==> config.mk <==
export PLATFORM = sky130hd
export DESIGN_NAME = jthc_core
export DESIGN_NICKNAME = d
export VERILOG_FILES = /design/src/core/jthc_pkg.sv /design/src/core/jthc_if.sv /design/src/core/jthc_decode.sv /design/src/core/jthc_axil.sv /design/src/core/jthc_core.sv
export SDC_FILE = /design/constraint.sdc
export NUM_CORES = 1
export LEC_CHECK = 0
export ABC_AREA = 1
export ABC_CLOCK_PERIOD_IN_PS = 3200
export BUFFER_PORTS_ARGS = -buffer_cell sky130_fd_sc_hd__buf_2
export CORE_UTILIZATION = 55
export DETAILED_ROUTE_END_ITERATION = 10
export PLACE_DENSITY = 0.78
export SLEW_MARGIN = 10
export SYNTH_ARGS = -nofsm -noshare
export SYNTH_HDL_FRONTEND = slang
export SYNTH_HIERARCHICAL = 1
export SYNTH_SLANG_ARGS = --single-unit
==> constraint.sdc <==
create_clock -name aclk -period 3.2 [get_ports aclk]
set_clock_uncertainty 0.15 [all_clocks]
set_input_delay 0.16 -clock aclk [delete_from_list [all_inputs] [get_ports aclk]]
set_output_delay 0.16 -clock aclk [all_outputs]
set_load 0.005 [all_outputs]
==> src/core/jthc_pkg.sv <==
package jthc_pkg;

  //////////////////////////////////////////////////////////////////////////////
  // opcode matching
  localparam logic [15:0] OP_HALT       = 16'h0080;
  localparam logic [13:0] OP_TRAP_HI    = 14'h0120;
  localparam logic [15:0] OP_JREG_MASK  = 16'hfef0;
  // bit 8 is the delay bit and is masked off, so the pattern must keep it clear
  localparam logic [15:0] OP_JREG       = 16'h0280;
  localparam logic [6:0]  OP_JREL_HI    = 7'h0f;
  localparam logic [6:0]  OP_JEQ_HI     = 7'h0c;
  localparam logic [2:0]  OP_EXT_HI     = 3'h6;
  localparam int          DELAY_BIT     = 8;

  //////////////////////////////////////////////////////////////////////////////
  // trap table and stack
  localparam logic [31:0] TRAP_BASE_INT = 32'h0008_0000;
  localparam logic [31:0] TRAP_BASE_EXT = 32'h00c0_0000;
  localparam logic [31:0] TRAP_VEC_OFS  = 32'h0000_0030;
  localparam logic [31:0] SP_STEP       = 32'h0000_0004;
  localparam logic [31:0] RET_STEP      = 32'h0000_0002;

  //////////////////////////////////////////////////////////////////////////////
  // cycle counts of the software exception sequence
  localparam logic [3:0]  TRAP_CYCLES    = 4'ha;
  localparam logic [3:0]  TRAP_CNT_PSR   = TRAP_CYCLES - 4'h1;
  localparam logic [3:0]  TRAP_CNT_READ  = TRAP_CYCLES - 4'h2;
  localparam logic [3:0]  TRAP_CNT_CATCH = TRAP_CYCLES - 4'h4;
  localparam logic [3:0]  TRAP_CNT_LAST  = 4'h1;

  //////////////////////////////////////////////////////////////////////////////
  // register map
  localparam logic [31:0] REG_CTRL      = 32'h0000_0000;
  localparam logic [31:0] REG_STATUS    = 32'h0000_0004;
  localparam logic [31:0] REG_TARGET    = 32'h0000_0008;
  localparam int          CTRL_WAKE_BIT = 0;
  localparam logic [1:0]  RESP_OKAY     = 2'h0;
  localparam logic [1:0]  RESP_SLVERR   = 2'h2;

  typedef enum logic [2:0] {
    JTHC_K_OTHER, JTHC_K_HALT, JTHC_K_TRAP, JTHC_K_JREG, JTHC_K_JREL, JTHC_K_JEQ, JTHC_K_EXT
  } jthc_kind_t;

  typedef enum logic [1:0] {JTHC_IDLE, JTHC_BUSY, JTHC_TRAP, JTHC_HALTED} jthc_state_t;

endpackage : jthc_pkg

==> src/core/jthc_if.sv <==
`timescale 1ns/1ns

interface jthc_dec_if;
  import jthc_pkg::*;
  logic [15:0] instr;
  logic [1:0]  ext_cnt;
  logic [12:0] ext_first;
  logic [12:0] ext_last;
  jthc_kind_t  kind;
  logic        delayed;
  logic [31:0] disp;
  logic [3:0]  reg_sel;
  logic [1:0]  trap_num;
  modport dec  (input instr, ext_cnt, ext_first, ext_last,
                output kind, delayed, disp, reg_sel, trap_num);
  modport core (output instr, ext_cnt, ext_first, ext_last,
                input kind, delayed, disp, reg_sel, trap_num);
endinterface : jthc_dec_if

interface jthc_reg_if;
  logic        wake;
  logic [31:0] status;
  logic [31:0] last_target;
  modport slave (output wake, input status, last_target);
  modport core  (input wake, output status, last_target);
endinterface : jthc_reg_if

==> src/core/jthc_decode.sv <==
`timescale 1ns/1ns

module jthc_decode
  import jthc_pkg::*;
(
  jthc_dec_if.dec d
);

  logic [7:0] short_displacement;

  assign short_displacement = d.instr[7:0];
  assign d.reg_sel          = d.instr[3:0];
  assign d.trap_num         = d.instr[1:0];

  always_comb begin
    d.kind    = JTHC_K_OTHER;
    d.delayed = 1'b0;
    if (d.instr == OP_HALT) begin
      d.kind = JTHC_K_HALT;
    end else if (d.instr[15:2] == OP_TRAP_HI) begin
      d.kind = JTHC_K_TRAP;
    end else if ((d.instr & OP_JREG_MASK) == OP_JREG) begin
      d.kind    = JTHC_K_JREG;
      d.delayed = d.instr[DELAY_BIT];
    end else if (d.instr[15:9] == OP_JREL_HI) begin
      d.kind    = JTHC_K_JREL;
      d.delayed = d.instr[DELAY_BIT];
    end else if (d.instr[15:9] == OP_JEQ_HI) begin
      d.kind    = JTHC_K_JEQ;
      d.delayed = d.instr[DELAY_BIT];
    end else if (d.instr[15:13] == OP_EXT_HI) begin
      d.kind = JTHC_K_EXT;
    end
  end

  // displacement is always even; prefixes stack on the high side
  always_comb begin
    case (d.ext_cnt)
      2'd0: begin
        d.disp = {{23{short_displacement[7]}}, short_displacement, 1'b0};
      end
      2'd1: begin
        d.disp = {{10{d.ext_first[12]}}, d.ext_first, short_displacement, 1'b0};
      end
      default: begin
        // low three bits of the first prefix are dropped
        d.disp = {d.ext_first[12:3], d.ext_last, short_displacement, 1'b0};
      end
    endcase
  end

endmodule : jthc_decode

==> src/core/jthc_axil.sv <==
`timescale 1ns/1ns

module jthc_axil
  import jthc_pkg::*;
(
  input  wire logic        aclk,
  input  wire logic        aresetn,
  input  wire logic [31:0] s_axi_awaddr,
  input  wire logic        s_axi_awvalid,
  output      logic        s_axi_awready,
  input  wire logic [31:0] s_axi_wdata,
  input  wire logic [3:0]  s_axi_wstrb,
  input  wire logic        s_axi_wvalid,
  output      logic        s_axi_wready,
  output      logic [1:0]  s_axi_bresp,
  output      logic        s_axi_bvalid,
  input  wire logic        s_axi_bready,
  input  wire logic [31:0] s_axi_araddr,
  input  wire logic        s_axi_arvalid,
  output      logic        s_axi_arready,
  output      logic [31:0] s_axi_rdata,
  output      logic [1:0]  s_axi_rresp,
  output      logic        s_axi_rvalid,
  input  wire logic        s_axi_rready,
  jthc_reg_if.slave        r
);

  typedef struct packed {
    logic        aw_held;
    logic        w_held;
    logic [31:0] waddr;
    logic [31:0] wdata;
    logic        wstrb0;
    logic        bvalid;
    logic [1:0]  bresp;
    logic        rvalid;
    logic [31:0] rdata;
    logic [1:0]  rresp;
    logic        wake;
  } jthc_axil_state_t;

  jthc_axil_state_t s;
  jthc_axil_state_t next_s;

  assign s_axi_awready = !s.aw_held && !s.bvalid;
  assign s_axi_wready  = !s.w_held && !s.bvalid;
  assign s_axi_arready = !s.rvalid;
  assign s_axi_bvalid  = s.bvalid;
  assign s_axi_bresp   = s.bresp;
  assign s_axi_rvalid  = s.rvalid;
  assign s_axi_rdata   = s.rdata;
  assign s_axi_rresp   = s.rresp;
  assign r.wake        = s.wake;

  always_comb begin
    next_s      = s;
    next_s.wake = 1'b0;
    if (s_axi_awvalid && s_axi_awready) begin
      next_s.aw_held = 1'b1;
      next_s.waddr   = s_axi_awaddr;
    end
    if (s_axi_wvalid && s_axi_wready) begin
      next_s.w_held = 1'b1;
      next_s.wdata  = s_axi_wdata;
      next_s.wstrb0 = s_axi_wstrb[0];
    end
    // status and target are read-only: writes to them are accepted and dropped
    if (s.aw_held && s.w_held) begin
      next_s.aw_held = 1'b0;
      next_s.w_held  = 1'b0;
      next_s.bvalid  = 1'b1;
      next_s.bresp   = RESP_OKAY;
      if (s.waddr == REG_CTRL) begin
        next_s.wake = s.wstrb0 && s.wdata[CTRL_WAKE_BIT];
      end else if (s.waddr != REG_STATUS && s.waddr != REG_TARGET) begin
        next_s.bresp = RESP_SLVERR;
      end
    end
    if (s.bvalid && s_axi_bready) begin
      next_s.bvalid = 1'b0;
    end
    if (s_axi_arvalid && s_axi_arready) begin
      next_s.rvalid = 1'b1;
      next_s.rresp  = RESP_OKAY;
      case (s_axi_araddr)
        REG_CTRL:   next_s.rdata = 32'h0000_0000;
        REG_STATUS: next_s.rdata = r.status;
        REG_TARGET: next_s.rdata = r.last_target;
        default: begin
          next_s.rdata = 32'h0000_0000;
          next_s.rresp = RESP_SLVERR;
        end
      endcase
    end else if (s.rvalid && s_axi_rready) begin
      next_s.rvalid = 1'b0;
    end
  end

  always_ff @(posedge aclk) begin
    if (!aresetn) begin
      s <= '0;
    end else begin
      s <= next_s;
    end
  end

endmodule : jthc_axil

==> src/core/jthc_core.sv <==
`timescale 1ns/1ns
// Contract
// - halt: one cycle, then stop executing
// - interrupt ends halt; resume after halt
// - trap pushes pc plus 2, then status
// - trap loads vector into pc; ten cycles
// - two-bit field picks trap 0 to 3
// - trap 0 at base+48, 3 at base+60
// - base chosen by boot area select input
// - register jump clears bit 0; two cycles
// - delay bit runs next instruction first
// - traps masked between jump and slot
// - short relative jump: pc plus 2*disp
// - one prefix gives 22-bit displacement
// - two prefixes give full 32-bit displacement
// - equal jump only when zero flag set
// - false condition continues sequentially
// - traps masked during prefix and target
// - only first and last prefixes count

module jthc_core
  import jthc_pkg::*;
(
  input  wire logic        aclk,
  input  wire logic        aresetn,
  input  wire logic        instr_valid,
  output      logic        instr_ready,
  input  wire logic [15:0] instr,
  input  wire logic [31:0] instr_pc,
  input  wire logic        zero_flag,
  input  wire logic [31:0] stack_pointer,
  input  wire logic [31:0] status_word,
  output      logic [3:0]  jump_target_register,
  input  wire logic [31:0] target_reg_data,
  input  wire logic        irq_req,
  input  wire logic        boot_area_select,
  output      logic        pc_load,
  output      logic [31:0] pc_value,
  output      logic        sp_load,
  output      logic [31:0] sp_value,
  output      logic        mem_req,
  output      logic        mem_we,
  output      logic [31:0] mem_addr,
  output      logic [31:0] mem_wdata,
  input  wire logic [31:0] mem_rdata,
  output      logic        halted,
  output      logic        halt_wake,
  output      logic        trap_mask,
  input  wire logic [31:0] s_axi_awaddr,
  input  wire logic        s_axi_awvalid,
  output      logic        s_axi_awready,
  input  wire logic [31:0] s_axi_wdata,
  input  wire logic [3:0]  s_axi_wstrb,
  input  wire logic        s_axi_wvalid,
  output      logic        s_axi_wready,
  output      logic [1:0]  s_axi_bresp,
  output      logic        s_axi_bvalid,
  input  wire logic        s_axi_bready,
  input  wire logic [31:0] s_axi_araddr,
  input  wire logic        s_axi_arvalid,
  output      logic        s_axi_arready,
  output      logic [31:0] s_axi_rdata,
  output      logic [1:0]  s_axi_rresp,
  output      logic        s_axi_rvalid,
  input  wire logic        s_axi_rready
);

  typedef struct packed {
    jthc_state_t st;
    logic [3:0]  cnt;
    logic [1:0]  ext_cnt;
    logic [12:0] ext_first;
    logic [12:0] ext_last;
    logic        tgt_run;
    logic        dly;
    logic        dly_take;
    logic [31:0] tgt;
    logic [31:0] vec;
    logic [31:0] sp;
    logic [31:0] psr;
    logic        pc_load;
    logic [31:0] pc_value;
    logic        sp_load;
    logic [31:0] sp_value;
    logic        mem_req;
    logic        mem_we;
    logic [31:0] mem_addr;
    logic [31:0] mem_wdata;
    logic        wake;
    logic [31:0] last_tgt;
  } jthc_core_state_t;

  jthc_core_state_t s;
  jthc_core_state_t next_s;

  logic        acc;
  logic        taken;
  logic [31:0] target_c;
  logic [31:0] vec_c;
  logic [12:0] prefix_immediate;

  jthc_dec_if dec ();
  jthc_reg_if regs ();

  //////////////////////////////////////////////////////////////////////////////
  // decode and register access

  assign dec.instr     = instr;
  assign dec.ext_cnt   = s.ext_cnt;
  assign dec.ext_first = s.ext_first;
  assign dec.ext_last  = s.ext_last;

  jthc_decode u_decode (
    .d (dec.dec)
  );

  assign regs.status      = {26'h0, s.tgt_run, s.dly, s.ext_cnt, trap_mask, halted};
  assign regs.last_target = s.last_tgt;

  jthc_axil u_axil (
    .aclk          (aclk),
    .aresetn       (aresetn),
    .s_axi_awaddr  (s_axi_awaddr),
    .s_axi_awvalid (s_axi_awvalid),
    .s_axi_awready (s_axi_awready),
    .s_axi_wdata   (s_axi_wdata),
    .s_axi_wstrb   (s_axi_wstrb),
    .s_axi_wvalid  (s_axi_wvalid),
    .s_axi_wready  (s_axi_wready),
    .s_axi_bresp   (s_axi_bresp),
    .s_axi_bvalid  (s_axi_bvalid),
    .s_axi_bready  (s_axi_bready),
    .s_axi_araddr  (s_axi_araddr),
    .s_axi_arvalid (s_axi_arvalid),
    .s_axi_arready (s_axi_arready),
    .s_axi_rdata   (s_axi_rdata),
    .s_axi_rresp   (s_axi_rresp),
    .s_axi_rvalid  (s_axi_rvalid),
    .s_axi_rready  (s_axi_rready),
    .r             (regs.slave)
  );

  //////////////////////////////////////////////////////////////////////////////
  // outputs

  assign instr_ready          = (s.st == JTHC_IDLE);
  assign acc                  = instr_valid && instr_ready;
  assign halted               = (s.st == JTHC_HALTED);
  assign trap_mask            = (s.ext_cnt != 2'd0) || s.tgt_run || s.dly;
  assign jump_target_register = dec.reg_sel;
  assign prefix_immediate     = instr[12:0];
  assign pc_load              = s.pc_load;
  assign pc_value             = s.pc_value;
  assign sp_load              = s.sp_load;
  assign sp_value             = s.sp_value;
  assign mem_req              = s.mem_req;
  assign mem_we               = s.mem_we;
  assign mem_addr             = s.mem_addr;
  assign mem_wdata            = s.mem_wdata;
  assign halt_wake            = s.wake;

  assign taken = (dec.kind == JTHC_K_JREG) || (dec.kind == JTHC_K_JREL)
              || (dec.kind == JTHC_K_JEQ && zero_flag);
  assign target_c = (dec.kind == JTHC_K_JREG) ? {target_reg_data[31:1], 1'b0}
                                              : instr_pc + dec.disp;
  assign vec_c = (boot_area_select ? TRAP_BASE_INT : TRAP_BASE_EXT)
               + TRAP_VEC_OFS + {28'h0, dec.trap_num, 2'b00};

  //////////////////////////////////////////////////////////////////////////////
  // sequencer

  always_comb begin
    next_s         = s;
    next_s.pc_load = 1'b0;
    next_s.sp_load = 1'b0;
    next_s.mem_req = 1'b0;
    next_s.mem_we  = 1'b0;
    next_s.wake    = 1'b0;
    case (s.st)
      JTHC_IDLE: if (acc) begin
        // the slot instruction retires now, so the delayed branch lands
        if (s.dly) begin
          next_s.dly = 1'b0;
          if (s.dly_take) begin
            next_s.pc_load  = 1'b1;
            next_s.pc_value = s.tgt;
            next_s.last_tgt = s.tgt;
          end
        end
        if (dec.kind == JTHC_K_EXT) begin
          case (s.ext_cnt)
            2'd0: begin
              next_s.ext_first = prefix_immediate;
              next_s.ext_cnt   = 2'd1;
            end
            default: begin
              // a third prefix replaces the second; the first always stays
              next_s.ext_last = prefix_immediate;
              next_s.ext_cnt  = 2'd2;
            end
          endcase
        end else begin
          next_s.ext_cnt = 2'd0;
        end
        case (dec.kind)
          JTHC_K_HALT: next_s.st = JTHC_HALTED;
          JTHC_K_TRAP: begin
            next_s.st        = JTHC_TRAP;
            next_s.cnt       = TRAP_CNT_PSR;
            next_s.sp        = stack_pointer;
            next_s.psr       = status_word;
            next_s.vec       = vec_c;
            next_s.mem_req   = 1'b1;
            next_s.mem_we    = 1'b1;
            next_s.mem_addr  = stack_pointer - SP_STEP;
            next_s.mem_wdata = instr_pc + RET_STEP;
          end
          JTHC_K_JREG, JTHC_K_JREL, JTHC_K_JEQ: begin
            next_s.tgt = target_c;
            if (dec.delayed) begin
              next_s.dly      = 1'b1;
              next_s.dly_take = taken;
            end else if (taken) begin
              next_s.st = JTHC_BUSY;
            end
          end
          default: ;
        endcase
        // a prefixed target that spans cycles keeps traps masked until done
        next_s.tgt_run = (s.ext_cnt != 2'd0) && (next_s.st != JTHC_IDLE);
      end
      JTHC_BUSY: begin
        next_s.st       = JTHC_IDLE;
        next_s.tgt_run  = 1'b0;
        next_s.pc_load  = 1'b1;
        next_s.pc_value = s.tgt;
        next_s.last_tgt = s.tgt;
      end
      JTHC_TRAP: begin
        next_s.cnt = s.cnt - 4'h1;
        case (s.cnt)
          TRAP_CNT_PSR: begin
            next_s.mem_req   = 1'b1;
            next_s.mem_we    = 1'b1;
            next_s.mem_addr  = s.sp - SP_STEP - SP_STEP;
            next_s.mem_wdata = s.psr;
          end
          TRAP_CNT_READ: begin
            next_s.mem_req  = 1'b1;
            next_s.mem_addr = s.vec;
          end
          // memory answers one cycle after the read request is shown
          TRAP_CNT_CATCH: next_s.tgt = mem_rdata;
          TRAP_CNT_LAST: begin
            next_s.st       = JTHC_IDLE;
            next_s.tgt_run  = 1'b0;
            next_s.pc_load  = 1'b1;
            next_s.pc_value = s.tgt;
            next_s.last_tgt = s.tgt;
            next_s.sp_load  = 1'b1;
            next_s.sp_value = s.sp - SP_STEP - SP_STEP;
          end
          default: ;
        endcase
      end
      JTHC_HALTED: begin
        // the interrupt logic outside saves the pc of the next instruction
        if (irq_req || regs.wake) begin
          next_s.st   = JTHC_IDLE;
          next_s.wake = 1'b1;
        end
      end
      default: next_s.st = JTHC_IDLE;
    endcase
  end

  always_ff @(posedge aclk) begin
    if (!aresetn) begin
      s <= '0;
    end else begin
      s <= next_s;
    end
  end
endmodule : jthc_core

* Word-level counts from Yosys, hierarchy flattened
Cells that the tools add are included.
** Storage, ports and cells
- Bits in registers :: 405
- Bits in latches :: 0
- RAM bits :: 0
- Memory bits (read-only) :: 0
- Bits of input ports :: 287
- Output and inout port bits :: 181
- Logic and storage cells :: 189
- Memories kept :: 0
** Operators by class
- Add/sub/neg operators :: 8
- Multipliers :: 0
- Divide/modulo/power cells :: 0
- $lt $le $gt $ge :: 0
- Eq/ne operators :: 34
- Shift-type cells :: 0
- Multiplexer cells :: 60
- Bitwise gates (word level) :: 2
- Reduce and logical (&&, ||, !) cells :: 52
** Operator list (count)
- $pmux 32 s2 :: 4
- $mux 32 :: 7
- $mux 198 :: 1
- $mux 66 :: 3
- $pmux 66 s2 :: 1
- $pmux 33 s3 :: 1
- $mux 96 :: 1
- $pmux 32 s3 :: 1
- $sub 32x3->32 const B :: 3
- $mux 33 :: 2
- $logic_not 32->1 :: 2
- $mux 34 :: 1
- $add 32x2->32 const B :: 1
- $add 32x32->32 :: 1
- $eq 32x3->1 const B :: 1
- $eq 32x4->1 const B :: 1
- $ne 32x3->1 const B :: 1
- $ne 32x4->1 const B :: 1
- $add 25x4->26 :: 1
- $mux 13 :: 2
- $mux 26 :: 1
- $add 24x6->25 const B :: 1
- $mux 2 :: 12
- $mux 24 :: 1
- other kinds (35) :: 105

* Longest topological paths before layout
- Word-level depth :: 19
- Gate-level depth with buffers :: 19
- Depth with buffers taken out :: 18

* Hierarchy
The synthesis kept the hierarchy.
** Modules (own cells, without submodules)
- jthc_core :: instances 1, cells each 2711, area each 17628.2 µm², sequential area each 6065.8 µm²
- jthc_axil :: instances 1, cells each 568, area each 3697.3 µm², sequential area each 1461.4 µm²
- jthc_decode :: instances 1, cells each 125, area each 675.6 µm², sequential area each 0.0 µm²

* Worst setup path after synthesis
Ideal clock, no wire load.
- Path kind :: register -> register
- Start point :: register s, in the netlist dec.ext_cnt[1]
- End point :: register s[288] (netlist bit)
- Setup time :: 0.119 ns
- Arrival :: 2.124 ns
- Data required time :: 2.931 ns
- Path slack :: 0.807 ns
- Cell stages (with the launch flop) :: 17
- Path buffers :: 1
- Clock period less this slack :: 2.393 ns
- Cell sequence :: dfxtp_1 inv_4 nand2_4 o21ai_2 inv_2 buf_12 o21ai_2 ha_1 nand2_1 nor2_1 inv_1 nor3_1 nand2_1 nand3_1 nand3_1 nand2_1 a21oi_1
** On the way
- Cells in the longest elaborated chain, start to end :: 7
- Elaborated cells between the ends (all ways) :: 8
- Classes of those cells :: 1 x add/sub; 1 x eq/ne; 5 x mux; 1 x reduce/logical
** Ends and longest elaborated chain
- from (decl) :: RTL line jthc_core.sv:93 : jthc_core_state_t s;
- from (signal assigned) :: RTL line jthc_core.sv:281 : s <= next_s;
- $eq 2x1->1 or $logic_not 2->1 (tied branches) :: RTL line jthc_decode.sv:38 : case (d.ext_cnt)
- $pmux 32 s2 * :: RTL line jthc_decode.sv:38
- named net dec.disp[23] :: RTL line jthc_if.sv:11 : logic [31:0] disp;
- $add 32x32->32 * :: RTL line jthc_core.sv:165 : : instr_pc + dec.disp;
- $mux 32 * :: RTL line jthc_core.sv:164 : assign target_c = (dec.kind == JTHC_K_JREG) ? {target_reg_data[31:1], 1'b0}
- $mux 34 * :: RTL line jthc_core.sv:205 : case (dec.kind)
- $mux 198 * :: RTL line jthc_core.sv:180 : JTHC_IDLE: if (acc) begin
- $pmux 32 s2 * :: RTL line jthc_core.sv:179 : case (s.st)
The timed path passes the listed nets; every way through them passes the cells marked *. The select of a mux whose other input is x is not followed.
A chain may end at the register's enable or synchronous reset.

* Worst setup path in the final report
- Start point :: register s, in the netlist dec.ext_cnt[1]
- End point :: register s[276] (netlist bit)
The elaborated chain is that of the path after synthesis.

==> results.yml <==
status:
  status: "finished, final reports clean"
placed_design:
  place_ws_ns: 0.384
  hpwl_mm: 51.8
  gp_congestion: 0.996
  port_buffers: 430
  place_inst: 4080
  dpl_cell_area_um2: 23100
power:
  power_mw: 14.1
  leakagePower_nw: 13.0
  vdd_drop_max_v: 0.000396
  powerDensity_nw_per_um2: 522
floorplan:
  dieHeight_um: 202
  initial_core_util_pct: 56.4
  rows: 72
  ios: 468
  die_w_um: 202
  fp.coreArea_um2: 39000
  dieArea_um2: 40800
drt:
  routed-wl-met2_mm: 34.9
  drtPass1Iterations: 6
  drc: 0
  wirelength_met1_mm: 30.8
  vias_per_cell: 5.37
  drt_iter0_drc: 2390
  postRouteAntennaNets: 0
  top_layer: "met5"
  vias: 23600
  route.met3.wl_mm: 6.55
  wire_per_inst_um: 17.1
  totalWireLength_mm: 75.2
critical_path:
  crit_slowest_cell: "dlygate4sd3_1"
  worst_path_most_repeated_cell: "nand2_1"
  worstSetupEndpointType: "register"
  r2r_start: "dec.ext_cnt[1]"
  cp_slowest_stage_delay_ns: 0.55
  reg2reg_depth: 13
  start_kind: "register"
  critPathRequiredTime_ns: 3.56
  startpoint: "dec.ext_cnt[1]"
  crit_type: "register to register"
  crit_chain: "nor2_2 -> nand2_4 -> o211ai_1 -> ha_1 -> nand2_1 -> nor2_1 -> and2_1 -> nand2_1 -> nand2_1 -> xor2_1 -> o21ai_0 -> a21oi_1 -> dlygate4sd3_1"
  path_max_fanout: 13
  worstPathArrival_ns: 3.48
final_layout:
  fin_area_um2: 26900
  regArea_um2: 7530
  stdcell_count: 4389
  area_growth_pct: 22.4
  utilization_pct: 69.0
  drive_gt1_share_pct: 16.3
  fillers: 3274
  final_common_cell: "nand2_1"
  layout_common_cells: "802 x nand2_1, 522 x nor2_1, 429 x buf_2, 374 x dfxtp_1, 312 x inv_1"
  nets: 4165
  multiInputGateArea_um2: 11300
synthesis:
  ys_seq_area_share_pct: 34.2
  netlist_instances: 3404
  synth.mux.area_fraction_pct: 0
  synthAdderAreaFrac_pct: 2.48
  ys_seq_elements: 376
  synth_compound_area_share_pct: 14.6
  netlist_area_um2: 22000
  synth-simple-area-share_pct: 31.9
  synth_top_family_by_area: "simple AND/OR/NAND/NOR gates"
  synth_xor_area_share_pct: 1.47
  synth_warnings: 6
  synth.distinct_cells: 51
  async_flop_share_pct: 0
  ys.flop_type: "dfxtp_1"
  synth-edff-count: 0
  syn_avg_cell_area_um2: 6.46
timing:
  tns_ns: 0
  timing.slew.headroom_pct: 38.0
  max_freq_mhz: 320
  min_period_ns: 3.12
  worst_slew_pin_slew_ns: 0.930
  finalSetupViolCount: 0
  hold_viol: 0
  whs_ns: 0.0447
  timing.final.crit_share_pct: 97.6
  layout_setup_ws_ns: 0.0767
  slew_violations: 0
clock_tree:
  clock_latency_ns: 0.57
  htree_num_levels: 2
  clk_pin_slew_worst_paths_ns: 0.06
  cts_buffers: 41
  clockBufferDepth: 3
  cts_tree: "built"
  cts-root-buf: "clkbuf_16"
  clkSinkCount: 376
global_route:
  grt_util_all_layers_pct: 35.9
  grt_pass1_vias: 22000
  grt_max_degree: 106
  grt_pass1_wl_mm: 117
  antenna_found_initial: 6
  overflow: 0
hold_path:
  holdPathStages: 7
  hold_start: "instr_pc[27]"
  min_path_type: "input pin to register"
job:
  drv_cap: 0
==> final timing paths <==
check	endpoint	slack (ns)
worst max-delay path	s[276]	0.08
worst max register to register	s[276]	0.08
worst min-delay path	mem_wdata[27]	0.04
worst min register to register	s[234]	0.30
==> metal layers <==
layer / track usage, % / vias up
met2: 60.2 / 1148
met5: 0 / -
li1: - / 11500
met1: 45.9 / 10700
met3: 5.66 / 197
met4: 14.4 / 2
==> synth_stat cells (3+ instances only) <==
cell type    n  share of area [%]
a32o_1       3               0.14
o21ai_0    238                5.4
nand2_1    807                 14
a31oi_1      3              0.085
inv_1      314                5.4
or2_2        3              0.085
buf_6        8               0.41
nor3_1      20               0.45
ha_1        42                2.4
o21a_1       4               0.14
o21ai_1     36               0.82
nand3_2      9               0.41
nor3_2       6               0.27
or2_1        3              0.085
and2_1       4               0.11
nor2_2      11               0.31
a211oi_1     8               0.27
nand3b_1     9               0.31
nand3_1    229                5.2
nor2_4      11               0.56
nor2_1     529                9.0
o21ai_2     10               0.40
o211ai_1    19               0.65
o22ai_1      4               0.11
a22o_1       3               0.12
a21oi_1    258                5.9
xnor2_1      8               0.32
xor2_1      29                1.2
dfxtp_1    376                 34
buf_1        5              0.085
nand2_2      9               0.26
clkbuf_1    66                1.1
buf_2       49                1.1
nand4_1     29               0.82
conb_1       3              0.051
o21bai_1     7               0.24
inv_2       18               0.31
buf_4      196                6.7
==> report_power, final <==
part / internal [mW] / switching, mW / total [mW]
logic: 1.27 / 2.48 / 3.75
registers: 5.01 / 0.201 / 5.21
clock network: 3.03 / 2.08 / 5.11
total: 9.31 / 4.76 / 14.1
==> flip-flops by register name, indices dropped and copies added (netlist names), 2 cells and up <==
name and cells:
dec.ext_cnt 2, mem_addr 32, u_axil/s 36, s 108, regs.last_target 32, dec.ext_first 13
pc_value 32, sp_value 32, mem_wdata 32, dec.ext_last 13, regs.status 2, u_axil/s_axi_rdata 32
==> layout make-up <==
cell class / instances / share of cell area (%)
Inverter: 334 / 4.70
Clock inverter: 23 / 1.18
Tap cell: 518 / 2.41
Sequential cell: 376 / 28.0
Antenna cell: 5 / 0.0465
Clock buffer: 51 / 4.21
Timing Repair Buffer: 687 / 17.5
Multi-Input combinational cell: 2395 / 42.0
==> worst max-delay path, delay by kind of cell, from the launching register on <==
family,cells,cell delay [ns]
adder cells (fa/ha/maj),1,0.41
buffers and inverters,1,0.55
AO/OA/AOI/OAI,3,0.36
XOR/XNOR,1,0.27
AND/OR/NAND/NOR,7,0.92
flip-flops,1,0.39
==> timing repair <==
action | 4_1_cts | 5_1_grt
buffers inserted | 0 | 3
hold buffers | 227 | 0
gates resized for setup | 0 | 32
endpoints found under the setup margin | 0 | 19
endpoints found under the hold margin | 223 | 0
==> logic make-up after synthesis <==
family	count (synthesis)
AO/OA/AOI/OAI	601
other	3
XOR/XNOR	37
AND/OR/NAND/NOR	1685
adder cells (fa/ha/maj)	43
flip-flops	376
buffers and inverters	659
Note: power is estimated with default switching activity, not from simulation.
